`src/rtl/rprc_pkg.sv`:
```
// Package of timing constants and state encoding for the radio power and reset control
package rprc_pkg;

    // ------------------------------------------------------------------
    // Clock and timing
    // ------------------------------------------------------------------
    localparam int unsigned CLK_MHZ        = 200;
    localparam int unsigned POR_HOLD_MS    = 110;     // Longest power-on reset hold
    localparam int unsigned HOST_WAIT_MS   = 150;     // Least wait before host bus access
    // Longest time rounds down, least time rounds up (whole ms give exact counts)
    localparam longint unsigned POR_HOLD_CYC  = 64'(POR_HOLD_MS) * 64'(CLK_MHZ) * 64'd1000;
    localparam longint unsigned HOST_WAIT_CYC = 64'(HOST_WAIT_MS) * 64'(CLK_MHZ) * 64'd1000;
    localparam int unsigned CNT_W          = 26;      // Holds 30,000,000 cycles

    // ------------------------------------------------------------------
    // Sequencer states, Gray coded along the power-up path
    // ------------------------------------------------------------------
    typedef enum logic [1:0] {
        RPRC_OFF   = 2'b00,   // Supplies absent
        RPRC_POR   = 2'b01,   // Power-on reset held
        RPRC_READY = 2'b11,   // Released, waiting out the host wait
        RPRC_BUS   = 2'b10    // Host access window open
    } rprc_state_t;

endpackage : rprc_pkg

```
`src/rtl/rprc_delay_cnt.sv`:
```
// Down counter that flags when a loaded cycle count has run out
module rprc_delay_cnt
    import rprc_pkg::*;
(
    // Clock and reset
    input  wire logic             ref_clk,
    input  wire logic             reset_n,
    // Control
    input  wire logic             load,
    input  wire logic [CNT_W-1:0] load_value,
    input  wire logic             run,
    // Status
    output logic                  done
);

    typedef struct packed {
        logic [CNT_W-1:0] count;
        logic             done;
    } rprc_cnt_t;

    rprc_cnt_t cur;
    rprc_cnt_t next_cur;

    // Load wins over counting so a restart is never half-applied
    always_comb begin
        next_cur = cur;
        if (load) begin
            next_cur.count = load_value;
            next_cur.done  = 1'b0;
        end else if (run && !cur.done) begin
            if (cur.count <= CNT_W'(1)) begin
                next_cur.count = '0;
                next_cur.done  = 1'b1;
            end else begin
                next_cur.count = cur.count - CNT_W'(1);
            end
        end
    end

    // State register
    always_ff @(posedge ref_clk or negedge reset_n) begin
        if (!reset_n) begin
            cur <= '0;
        end else begin
            cur <= next_cur;
        end
    end

    assign done = cur.done;

endmodule // rprc_delay_cnt

```
`src/rtl/rprc_top.sv`:
```
// Power and reset control for a dual-radio device: regulators, section resets, power-on reset
//
// Notes on behaviour
// - WLAN request high keeps regulators on and, once power-on reset is released, WLAN section out of reset.
// - WLAN request low holds the WLAN section in reset.
// - Regulator enable is the OR of both power requests.
// - Both requests low turns the regulators off.
// - Short-range request low with WLAN request high holds short-range section in reset.
// - Power-on reset lasts at most 110 ms after both supplies are good.
module rprc_top
    import rprc_pkg::*;
#(
    parameter logic [CNT_W-1:0] POR_CYCLES  = CNT_W'(POR_HOLD_CYC),
    parameter logic [CNT_W-1:0] WAIT_CYCLES = CNT_W'(HOST_WAIT_CYC)
)
(
    // Clock and reset
    input  wire logic ref_clk,
    input  wire logic reset_n,
    // Supply monitors, high once above the power-on threshold
    input  wire logic core_supply,
    input  wire logic io_supply,
    // Host power requests
    input  wire logic wlan_power_request,
    input  wire logic shortrange_power_request,
    // Power and reset controls
    output logic      regulator_enable,
    output logic      por_reset_n,
    output logic      wlan_reset_n,
    output logic      shortrange_reset_n,
    // Status
    output logic      host_access_ok
);

    // ------------------------------------------------------------------
    // State
    // ------------------------------------------------------------------
    typedef struct packed {
        rprc_state_t state;
        logic        reg_en;
        logic        por_n;
        logic        wlan_n;
        logic        sr_n;
        logic        access_ok;
    } rprc_top_t;

    rprc_top_t cur;
    rprc_top_t next_cur;

    // ------------------------------------------------------------------
    // Timer loads
    // ------------------------------------------------------------------
    // Difference floored at one, so a short or misordered setting never loads zero
    function automatic logic [CNT_W-1:0] rprc_sat_sub(input logic [CNT_W-1:0] a,
                                                      input logic [CNT_W-1:0] b);
        return (a > b) ? a - b : CNT_W'(1);
    endfunction

    // Loading the timer and stepping the state take two edges of their own,
    // so they come off the hold to keep the release inside the limit
    localparam logic [CNT_W-1:0] POR_LOAD  = rprc_sat_sub(POR_CYCLES, CNT_W'(2));
    // Host wait runs from supplies good; the hold already spent comes off it
    localparam logic [CNT_W-1:0] WAIT_LOAD = rprc_sat_sub(WAIT_CYCLES, POR_CYCLES);

    logic             supplies_good;
    logic             cnt_load;
    logic [CNT_W-1:0] cnt_value;
    logic             cnt_done;

    assign supplies_good = core_supply && io_supply;

    // Shared timer: power-on hold, then the host wait
    rprc_delay_cnt u_timer (
        .ref_clk    (ref_clk),
        .reset_n    (reset_n),
        .load       (cnt_load),
        .load_value (cnt_value),
        .run        (1'b1),
        .done       (cnt_done)
    );

    // ------------------------------------------------------------------
    // Next-state logic
    // ------------------------------------------------------------------
    always_comb begin
        next_cur  = cur;
        cnt_load  = 1'b0;
        // Default load is the hold, so the supply edge needs no value of its own
        cnt_value = POR_LOAD;
        case (cur.state)
            RPRC_OFF: begin
                if (supplies_good) begin
                    next_cur.state = RPRC_POR;
                    cnt_load       = 1'b1;
                end
            end
            RPRC_POR: begin
                // The shortened load puts this edge exactly on the hold limit
                if (cnt_done) begin
                    next_cur.state = RPRC_READY;
                    cnt_load       = 1'b1;
                    // Same timer reused for the host wait, saving a second counter
                    cnt_value      = WAIT_LOAD;
                end
            end
            RPRC_READY: begin
                if (cnt_done) begin
                    next_cur.state = RPRC_BUS;
                end
            end
            RPRC_BUS: begin
                next_cur.state = RPRC_BUS;
            end
            default: begin
                next_cur.state = RPRC_OFF;
            end
        endcase
        // Losing either supply drops straight back to reset
        if (!supplies_good) begin
            next_cur.state = RPRC_OFF;
        end
        next_cur.por_n     = (next_cur.state == RPRC_READY) || (next_cur.state == RPRC_BUS);
        next_cur.access_ok = (next_cur.state == RPRC_BUS);
        // Requests are plain levels; any later assertion is accepted as well
        next_cur.reg_en = wlan_power_request || shortrange_power_request;
        next_cur.wlan_n = next_cur.por_n && wlan_power_request;
        next_cur.sr_n   = next_cur.por_n && shortrange_power_request;
    end

    // State register; all outputs come from here
    always_ff @(posedge ref_clk or negedge reset_n) begin
        if (!reset_n) begin
            cur <= '{state: RPRC_OFF, default: 1'b0};
        end else begin
            cur <= next_cur;
        end
    end

    assign regulator_enable   = cur.reg_en;
    assign por_reset_n        = cur.por_n;
    assign wlan_reset_n       = cur.wlan_n;
    assign shortrange_reset_n = cur.sr_n;
    assign host_access_ok     = cur.access_ok;

    // ------------------------------------------------------------------
    // Assertions
    // ------------------------------------------------------------------
    // Long hold checked by a helper counter of cycles spent in reset with supplies good
    logic [CNT_W:0] por_age;
    always_ff @(posedge ref_clk or negedge reset_n) begin
        if (!reset_n) begin
            por_age <= '0;
        end else if (!supplies_good || cur.por_n) begin
            por_age <= '0;
        end else begin
            por_age <= por_age + (CNT_W+1)'(1);
        end
    end

    // Cycles with both supplies good, saturating; the host wait is timed against it
    logic [CNT_W:0] sup_age;
    always_ff @(posedge ref_clk or negedge reset_n) begin
        if (!reset_n) begin
            sup_age <= '0;
        end else if (!supplies_good) begin
            sup_age <= '0;
        end else if (sup_age != '1) begin
            sup_age <= sup_age + (CNT_W+1)'(1);
        end
    end

    AST_REG_OR: assert property (@(posedge ref_clk) disable iff (!reset_n)
        ##1 regulator_enable == $past(wlan_power_request || shortrange_power_request))
        else $error("regulator enable is not the OR of the requests");

    AST_REG_OFF: assert property (@(posedge ref_clk) disable iff (!reset_n)
        (!wlan_power_request && !shortrange_power_request) |=> !regulator_enable)
        else $error("regulators on with both requests low");

    AST_WLAN_ON: assert property (@(posedge ref_clk) disable iff (!reset_n)
        (wlan_power_request && por_reset_n && supplies_good)
            |=> (wlan_reset_n && regulator_enable))
        else $error("wlan held in reset while requested");

    AST_WLAN_RST: assert property (@(posedge ref_clk) disable iff (!reset_n)
        !wlan_power_request |=> !wlan_reset_n)
        else $error("wlan out of reset with request low");

    AST_SR_RST: assert property (@(posedge ref_clk) disable iff (!reset_n)
        (!shortrange_power_request && wlan_power_request) |=> !shortrange_reset_n)
        else $error("short-range out of reset with request low");

    AST_POR_MAX: assert property (@(posedge ref_clk) disable iff (!reset_n)
        por_age <= {1'b0, POR_CYCLES})
        else $error("power-on reset held too long");

    AST_POR_RELEASE: assert property (@(posedge ref_clk) disable iff (!reset_n)
        $rose(por_reset_n) |-> $past(supplies_good, 2))
        else $error("power-on reset released without supplies");

    AST_ACCESS_AFTER_POR: assert property (@(posedge ref_clk) disable iff (!reset_n)
        host_access_ok |-> (por_reset_n && (sup_age >= {1'b0, WAIT_CYCLES})))
        else $error("host access flagged too early");

    // A supply loss must take back the release and the access flag on the next edge
    AST_SUPPLY_DROP: assert property (@(posedge ref_clk) disable iff (!reset_n)
        !supplies_good |=> (!por_reset_n && !host_access_ok))
        else $error("released state kept after a supply loss");

    COV_WLAN_UP: cover property (@(posedge ref_clk) disable iff (!reset_n)
        $rose(wlan_reset_n));
    COV_SR_ONLY: cover property (@(posedge ref_clk) disable iff (!reset_n)
        regulator_enable && shortrange_reset_n && !wlan_reset_n);
    COV_ACCESS: cover property (@(posedge ref_clk) disable iff (!reset_n)
        $rose(host_access_ok));
    COV_BOTH_UP: cover property (@(posedge ref_clk) disable iff (!reset_n)
        regulator_enable && wlan_reset_n && shortrange_reset_n);
    COV_DROPOUT: cover property (@(posedge ref_clk) disable iff (!reset_n)
        $fell(por_reset_n));

endmodule // rprc_top

```
`config.mk`:
```
export PLATFORM = sky130hd
export DESIGN_NAME = rprc_top
export DESIGN_NICKNAME = d
export VERILOG_FILES = /design/src/rtl/rprc_pkg.sv /design/src/rtl/rprc_delay_cnt.sv /design/src/rtl/rprc_top.sv
export SDC_FILE = /design/constraint.sdc
export NUM_CORES = 1
export LEC_CHECK = 0
export BUFFER_PORTS_ARGS = -buffer_cell sky130_fd_sc_hd__clkbuf_2
export CAP_MARGIN = 20
export CORE_ASPECT_RATIO = 0.6
export CORE_UTILIZATION = 30
export CTS_BUF_LIST = sky130_fd_sc_hd__clkbuf_8
export DETAILED_ROUTE_END_ITERATION = 8
export PLACE_DENSITY_LB_ADDON = 0.15
export SLEW_MARGIN = 30
export SYNTH_ARGS = -nofsm -noshare
export SYNTH_HDL_FRONTEND = slang
export SYNTH_SLANG_ARGS = --single-unit
```
`constraint.sdc`:
```
create_clock -name ref_clk -period 2.35 [get_ports ref_clk]
set_input_delay 0.1175 -clock ref_clk [delete_from_list [all_inputs] [get_ports ref_clk]]
set_output_delay 0.1175 -clock ref_clk [all_outputs]
set_load 0.1 [all_outputs]
```
==> results.toml, run 1 <==
[power]
ir_drop_mv = 0.2419
power_density_mw_per_mm2 = 669.8
cellLeakagePower_uw = 0.0009422
power_uw = 1456

[clocking]
cts.sinks = 34
root_buffer = "clkbuf_8"
insertion_delay_ns = 0.28
ctsHtreeMaxLevel = 2
cts_buffers = 5
clkTransAtPathRegs_ns = 0.06
clock_path_buffers = 2
cts_tree = "done"

[cells_and_area]
drive_above_1_share_pct = 20.00
final_common_cell = "dfrtp_1"
n_antenna_cell = 0
area_growth_pct = 18.24
fin_nets = 234
layout_common_cells = "34 x dfrtp_1, 19 x buf_4, 15 x a21oi_1, 15 x nor2_1, 14 x o21ai_0"

[critical_path]
cp-startpoint = "u_timer.cur[1]"
cp.arrival_ns = 2.45
crit_slowest_cell = "or4_1"
ff2ff_setup_slack_ns = 0.12
reg2reg_from = "u_timer.cur[1]"
max_stage_delay_ns = 0.46
startpoint_type = "flip-flop"
path_cells = "inv_1, ha_1, o2111a_1, a211o_2, buf_4, or4_1, nand3_1"
critPathCaptureType = "flip-flop"
cp_max_fo = 10
required_ns = 2.57
crit_type = "flip-flop to flip-flop"

[yosys]
ys_seq_elements = 34
synth-edff-count = 0
synthFlopType = "dfrtp_1"
synth_seq_area_share_pct = 46.29
avgSynthCellArea_sq_um = 9.236
synth_top_area_cell = "dfrtp_1"
synth.top_cells.by_area = "dfrtp_1 46%, a21oi_1 4.1%, o21ai_0 3.8%"
synth_cell_types = 47
syn_inst = 199
syn-num-nets = 207
yosys_warnings = 0
synth_top_area_share_pct = 46.29
ys_async_sr_fraction_pct = 100.0
synth_area_sq_mm = 0.001838

[timing]
clock-skew-final_ns = 0.004142
setup_violations = 0
fmax_mhz = 449.1
max_slew_margin_pct = 48.58
fin_crit_sh_pct = 94.76
hold_viol_final = 0
rsz0062_at_grt = "false"
fin_crit_ns = 2.227
slew_violations = 0
worst-slew-pin-transition_ns = 0.7713
tns_ns = 0

[placement]
numPortBuffers = 10
post-dp-hpwl_microns = 3556
routabilityCongestion = 0.7933

[grt]
grt_usage_pct = 17.31
overflow = 0
grt_max_degree = 35
grt_pass1_vias = 1461
antenna_found_initial = 0
grt_pass1_wl_microns = 8293

[routing]
drt-total-wl_microns = 4828
via_per_inst = 5.236
drtAntennaViolNets = 0
first_pass_iters = 4
vias = 1597
drt_iter0_markers = 175
wire_per_inst_microns = 15.83
drc = 0

[hold_path]
worstHoldStart = "wlan_power_request"
min_path_type = "primary input to flip-flop"

[floorplan]
die_w_microns = 103.1
io-pin-count = 11
start_util_pct = 32.09
row_count = 21
core_area_sq_mm = 0.005728
dieArea_sq_mm = 0.006454
die_h_microns = 62.63

[status]
status = "completed"

[flow_run]
maxCapViolCount = 0
synthesized netlist by cell type (3+ instances only):
master	instances
nor2_1	15
a21o_1	4
or4_1	3
a211o_1	6
o21ai_0	14
a31oi_1	10
o211ai_1	5
nand3_1	7
nand2_1	11
nand4_1	4
nor3_1	4
or3_1	3
buf_2	5
inv_1	8
and2_1	5
nor4_1	9
clkbuf_1	4
a21oi_1	15
dfrtp_1	34
worst paths after layout:
path                                    end  cells past startpoint
setup / recovery            u_timer.cur[12]                      7
hold / removal             regulator_enable                      2
setup reg to reg            u_timer.cur[12]                      7
hold reg to reg             u_timer.cur[13]                      1
max in group asynchronous  regulator_enable                      2
min in group asynchronous   u_timer.cur[11]                      2
final cells by class:
class	instances	area (sq um)
Clock buffer	6	82.58
Multi-Input combinational cell	147	907.1
Tap cell	80	100.1
Inverter	8	30.03
Timing Repair Buffer	30	202.7
Sequential cell	34	850.8
Fill cell	597	3555
metrics by stage:
step / hold WS (ns) / std cells / setup slack, ns / area, sq um / util, %
4_1_cts: 0.03925 / 305 / 0.1096 / 2172 / 37.92
3_3_place_gp: 0.2897 / 298 / 0.1506 / 2079 / 36.30
3_5_place_dp: 0.2764 / 298 / 0.1290 / 2079 / 36.30
5_1_grt: 0.03098 / 305 / 0.007815 / 2173 / 37.94
6_report: 0.04604 / 305 / 0.1232 / 2173 / 37.94
2_1_floorplan: -0.1781 / 199 / 0.4413 / 1838 / -
flip-flops by register name (all words and copies together) (netlist names):
name	cells
shortrange_reset_n	1
por_reset_n	1
u_timer.done	1
host_access_ok	1
regulator_enable	1
u_timer.cur	26
wlan_reset_n	1
cur	2
report_power, final:
group / leakage, uW / internal (uW) / switching (uW)
registers: 0.000406 / 647 / 90.6
clock network: 0.0000431 / 226 / 199
logic: 0.000493 / 136 / 157
total: 0.000942 / 1010 / 446
per-layer routing:
metal  vias up  wire (microns)  track usage, %
met3         5             275           4.251
li1        802               -               -
met1       751            2855           30.59
met5         -               0               0
met2        39            1658           18.92
met4         0              39           4.754
timing repair:
| item | CTS | global route |
|---|---|---|
| resized for setup | 0 | 1 |
| endpoints found under the hold margin | 34 | 0 |
| hold buffers | 1 | 0 |
| endpoints found under the setup margin | 0 | 1 |
| setup buffers | 0 | 0 |
critical path, delay by kind of cell (launching register included):
kind,cells,cell delay (ns)
buffers and inverters,2,0.26
adders and majority gates,1,0.21
and+or+nand+nor,2,0.54
DFF,1,0.43
AOI/OAI and AO/OA,2,0.74
logic make-up (layout without fill, tap and decap cells):
logic type / count (synthesis) / in the layout / synth area share [%]
AND/OR/NAND/NOR: 76 / 76 / 23.21
AO/OA/AOI/OAI: 68 / 68 / 24.24
flip-flops: 34 / 34 / 46.29
buffers and inverters: 18 / 44 / 4.424
adder cells (fa/ha/maj): 2 / 2 / 1.361
XOR/XNOR: 1 / 1 / 0.4766
Note: power is estimated with default switching activity, not from simulation.
==> run 2: changes to the inputs <==
--- a/config.mk
+++ b/config.mk
@@ -7,7 +7,6 @@
 export LEC_CHECK = 0
 export BUFFER_PORTS_ARGS = -buffer_cell sky130_fd_sc_hd__clkbuf_2
 export CAP_MARGIN = 20
-export CORE_ASPECT_RATIO = 0.6
 export CORE_UTILIZATION = 30
 export CTS_BUF_LIST = sky130_fd_sc_hd__clkbuf_8
 export DETAILED_ROUTE_END_ITERATION = 8
==> constraint.sdc (replaced) <==
create_clock -name ref_clk -period 2.7 [get_ports ref_clk]
set_input_delay 0.135 -clock ref_clk [delete_from_list [all_inputs] [get_ports ref_clk]]
set_output_delay 0.135 -clock ref_clk [all_outputs]
set_load 0.1 [all_outputs]
==> run 2 against run 1 <==
Flip-flop and latch count unchanged; maximum frequency decreased by 5.2%; hold slack got worse by 0.017 ns; setup slack improved by 0.23 ns; cell count decreased by 5.2%; non-clock buffer count decreased by 13; register-to-register slack improved by 0.23 ns; largest cell class unchanged; largest power group unchanged.
==> results.toml, run 2 (synthesis gave the netlist of run 1 again) <==
[floorplan]
core_area_sq_mm = 0.005921
start_util_pct = 31.04
die_h_microns = 80.28
dieArea_sq_mm = 0.006444
row_count = 28
die_w_microns = 80.28
io-pin-count = 11

[timing]
tns_ns = 0
setup_violations = 0
fin_crit_sh_pct = 86.98
rsz0062_at_grt = "false"
clock-skew-final_ns = 0.01150
hold_viol_final = 0
worst-slew-pin-transition_ns = 0.8024
slew_violations = 0
fin_crit_ns = 2.348
max_slew_margin_pct = 46.51
fmax_mhz = 425.8
worst_slack_ns = 0.3517

[routing]
drt_iter0_markers = 93
drc = 0
drtAntennaViolNets = 0
vias = 1643
first_pass_iters = 4
wire_per_inst_microns = 16.81
via_per_inst = 5.685
drt-total-wl_microns = 4857

[clocking]
cts_setup_buffers = 0
cts.sinks = 34
cts_buffers = 5
cts_tree = "done"
post_cts_resized = 0
insertion_delay_ns = 0.30
ctsHoldBuffers = 1
clock_path_buffers = 2
ctsHtreeMaxLevel = 2
clkTransAtPathRegs_ns = 0.09
root_buffer = "clkbuf_8"

[cells_and_area]
fin_nets = 221
n_fill_cell = 605
regMostFlops = "u_timer.cur"
multi_input_area_sq_um = 909.6
drive_above_1_share_pct = 15.89
layout_common_cells = "34 x dfrtp_1, 15 x a21oi_1, 15 x nor2_1, 14 x o21ai_0, 11 x nand2_1"
largestRegisters = "u_timer.cur: 26 flops, cur: 2 flops"
n_antenna_cell = 0
finalInstanceArea_sq_mm = 0.002103
register_area_sq_um = 850.8
largest_register_ffs = 26
area_growth_pct = 14.43
final_common_cell = "dfrtp_1"

[critical_path]
cp_max_fo = 16
crit_slowest_cell = "nor4_1"
path_cells = "nor4_1, o2111a_1, a211o_1, o21ai_0, a211o_1"
cp.depth = 5
critPathCaptureType = "flip-flop"
reg2regPathDepth = 5
path_delay_family = "compound AO/OA/AOI/OAI gates"
critical_path_buf_inv_count = 0
cpMostUsedCell = "a211o_1"
cp-startpoint = "u_timer.cur[18]"
crit_type = "flip-flop to flip-flop"
required_ns = 2.88
reg2reg_from = "u_timer.cur[18]"
cp.arrival_ns = 2.53
startpoint_type = "flip-flop"
max_stage_delay_ns = 0.53

[placement]
numPortBuffers = 10
post-place-ws_ns = 0.3879
post-dp-hpwl_microns = 3243
dpl-instance-area_sq_mm = 0.001979
routabilityCongestion = 0.7624

[hold_path]
whs_path_depth = 2
min_path_type = "primary input to flip-flop"
worstHoldStart = "wlan_power_request"

[flow_run]
maxCapViolCount = 0

[grt]
grt_usage_pct = 16.88
grt_pass1_wl_microns = 8059
grt_max_degree = 35
overflow = 0
grt_pass1_vias = 1569
antenna_found_initial = 0

[power]
power_density_mw_per_mm2 = 651.7
cellLeakagePower_uw = 0.0008851
power_uw = 1371
ir_drop_mv = 0.3428

[status]
status = "completed"
## run 2: report_power, final
part | total (uW) | internal [uW] | switching, uW
combinational | 226 | 97.6 | 128
sequential | 654 | 562 | 91.6
clock | 491 | 275 | 216
total | 1370 | 935 | 436
## run 2: final timing paths
kind | endpoint | slack [ns]
hold / removal | regulator_enable | 0.03
hold reg to reg | u_timer.cur[13] | 0.49
max in group asynchronous | u_timer.cur[13] | 1.73
setup / recovery | u_timer.cur[3] | 0.35
min in group asynchronous | u_timer.cur[5] | 0.46
setup reg to reg | u_timer.cur[3] | 0.35
## run 2: cell type report
class	count	share of cell area, %
multi-input cells	147	43.25
clock inverters	3	2.142
repair buffers	17	4.997
flip-flops and latches	34	40.45
clock buffers	5	3.272
well taps	75	4.462
inverters	8	1.428
## run 2: worst reg2reg max path, cell delays in order, from the launching register on
cell	delay, ns
dfrtp_1	0.42
nor4_1	0.53
o2111a_1	0.34
a211o_1	0.48
o21ai_0	0.14
a211o_1	0.32
## run 2: routing by layer
metal  vias to the layer above  global-route usage [%]  wire length (microns)
met5                         -                       0                      0
met4                         0                   7.143                     83
met3                         8                   3.409                    122
met2                        28                   25.81                   2165
met1                       829                   23.00                   2486
li1                        778                       -                      -
## run 2: metrics by stage
step / std cells / hold slack [ns] / util [%]
finish: 289 / 0.02893 / 35.52
global placement: 280 / 0.3146 / 33.37
CTS: 289 / 0.02818 / 35.52
floorplan: 199 / -0.1606 / -
global route: 289 / 0.02630 / 35.52
detailed placement: 280 / 0.3187 / 33.43
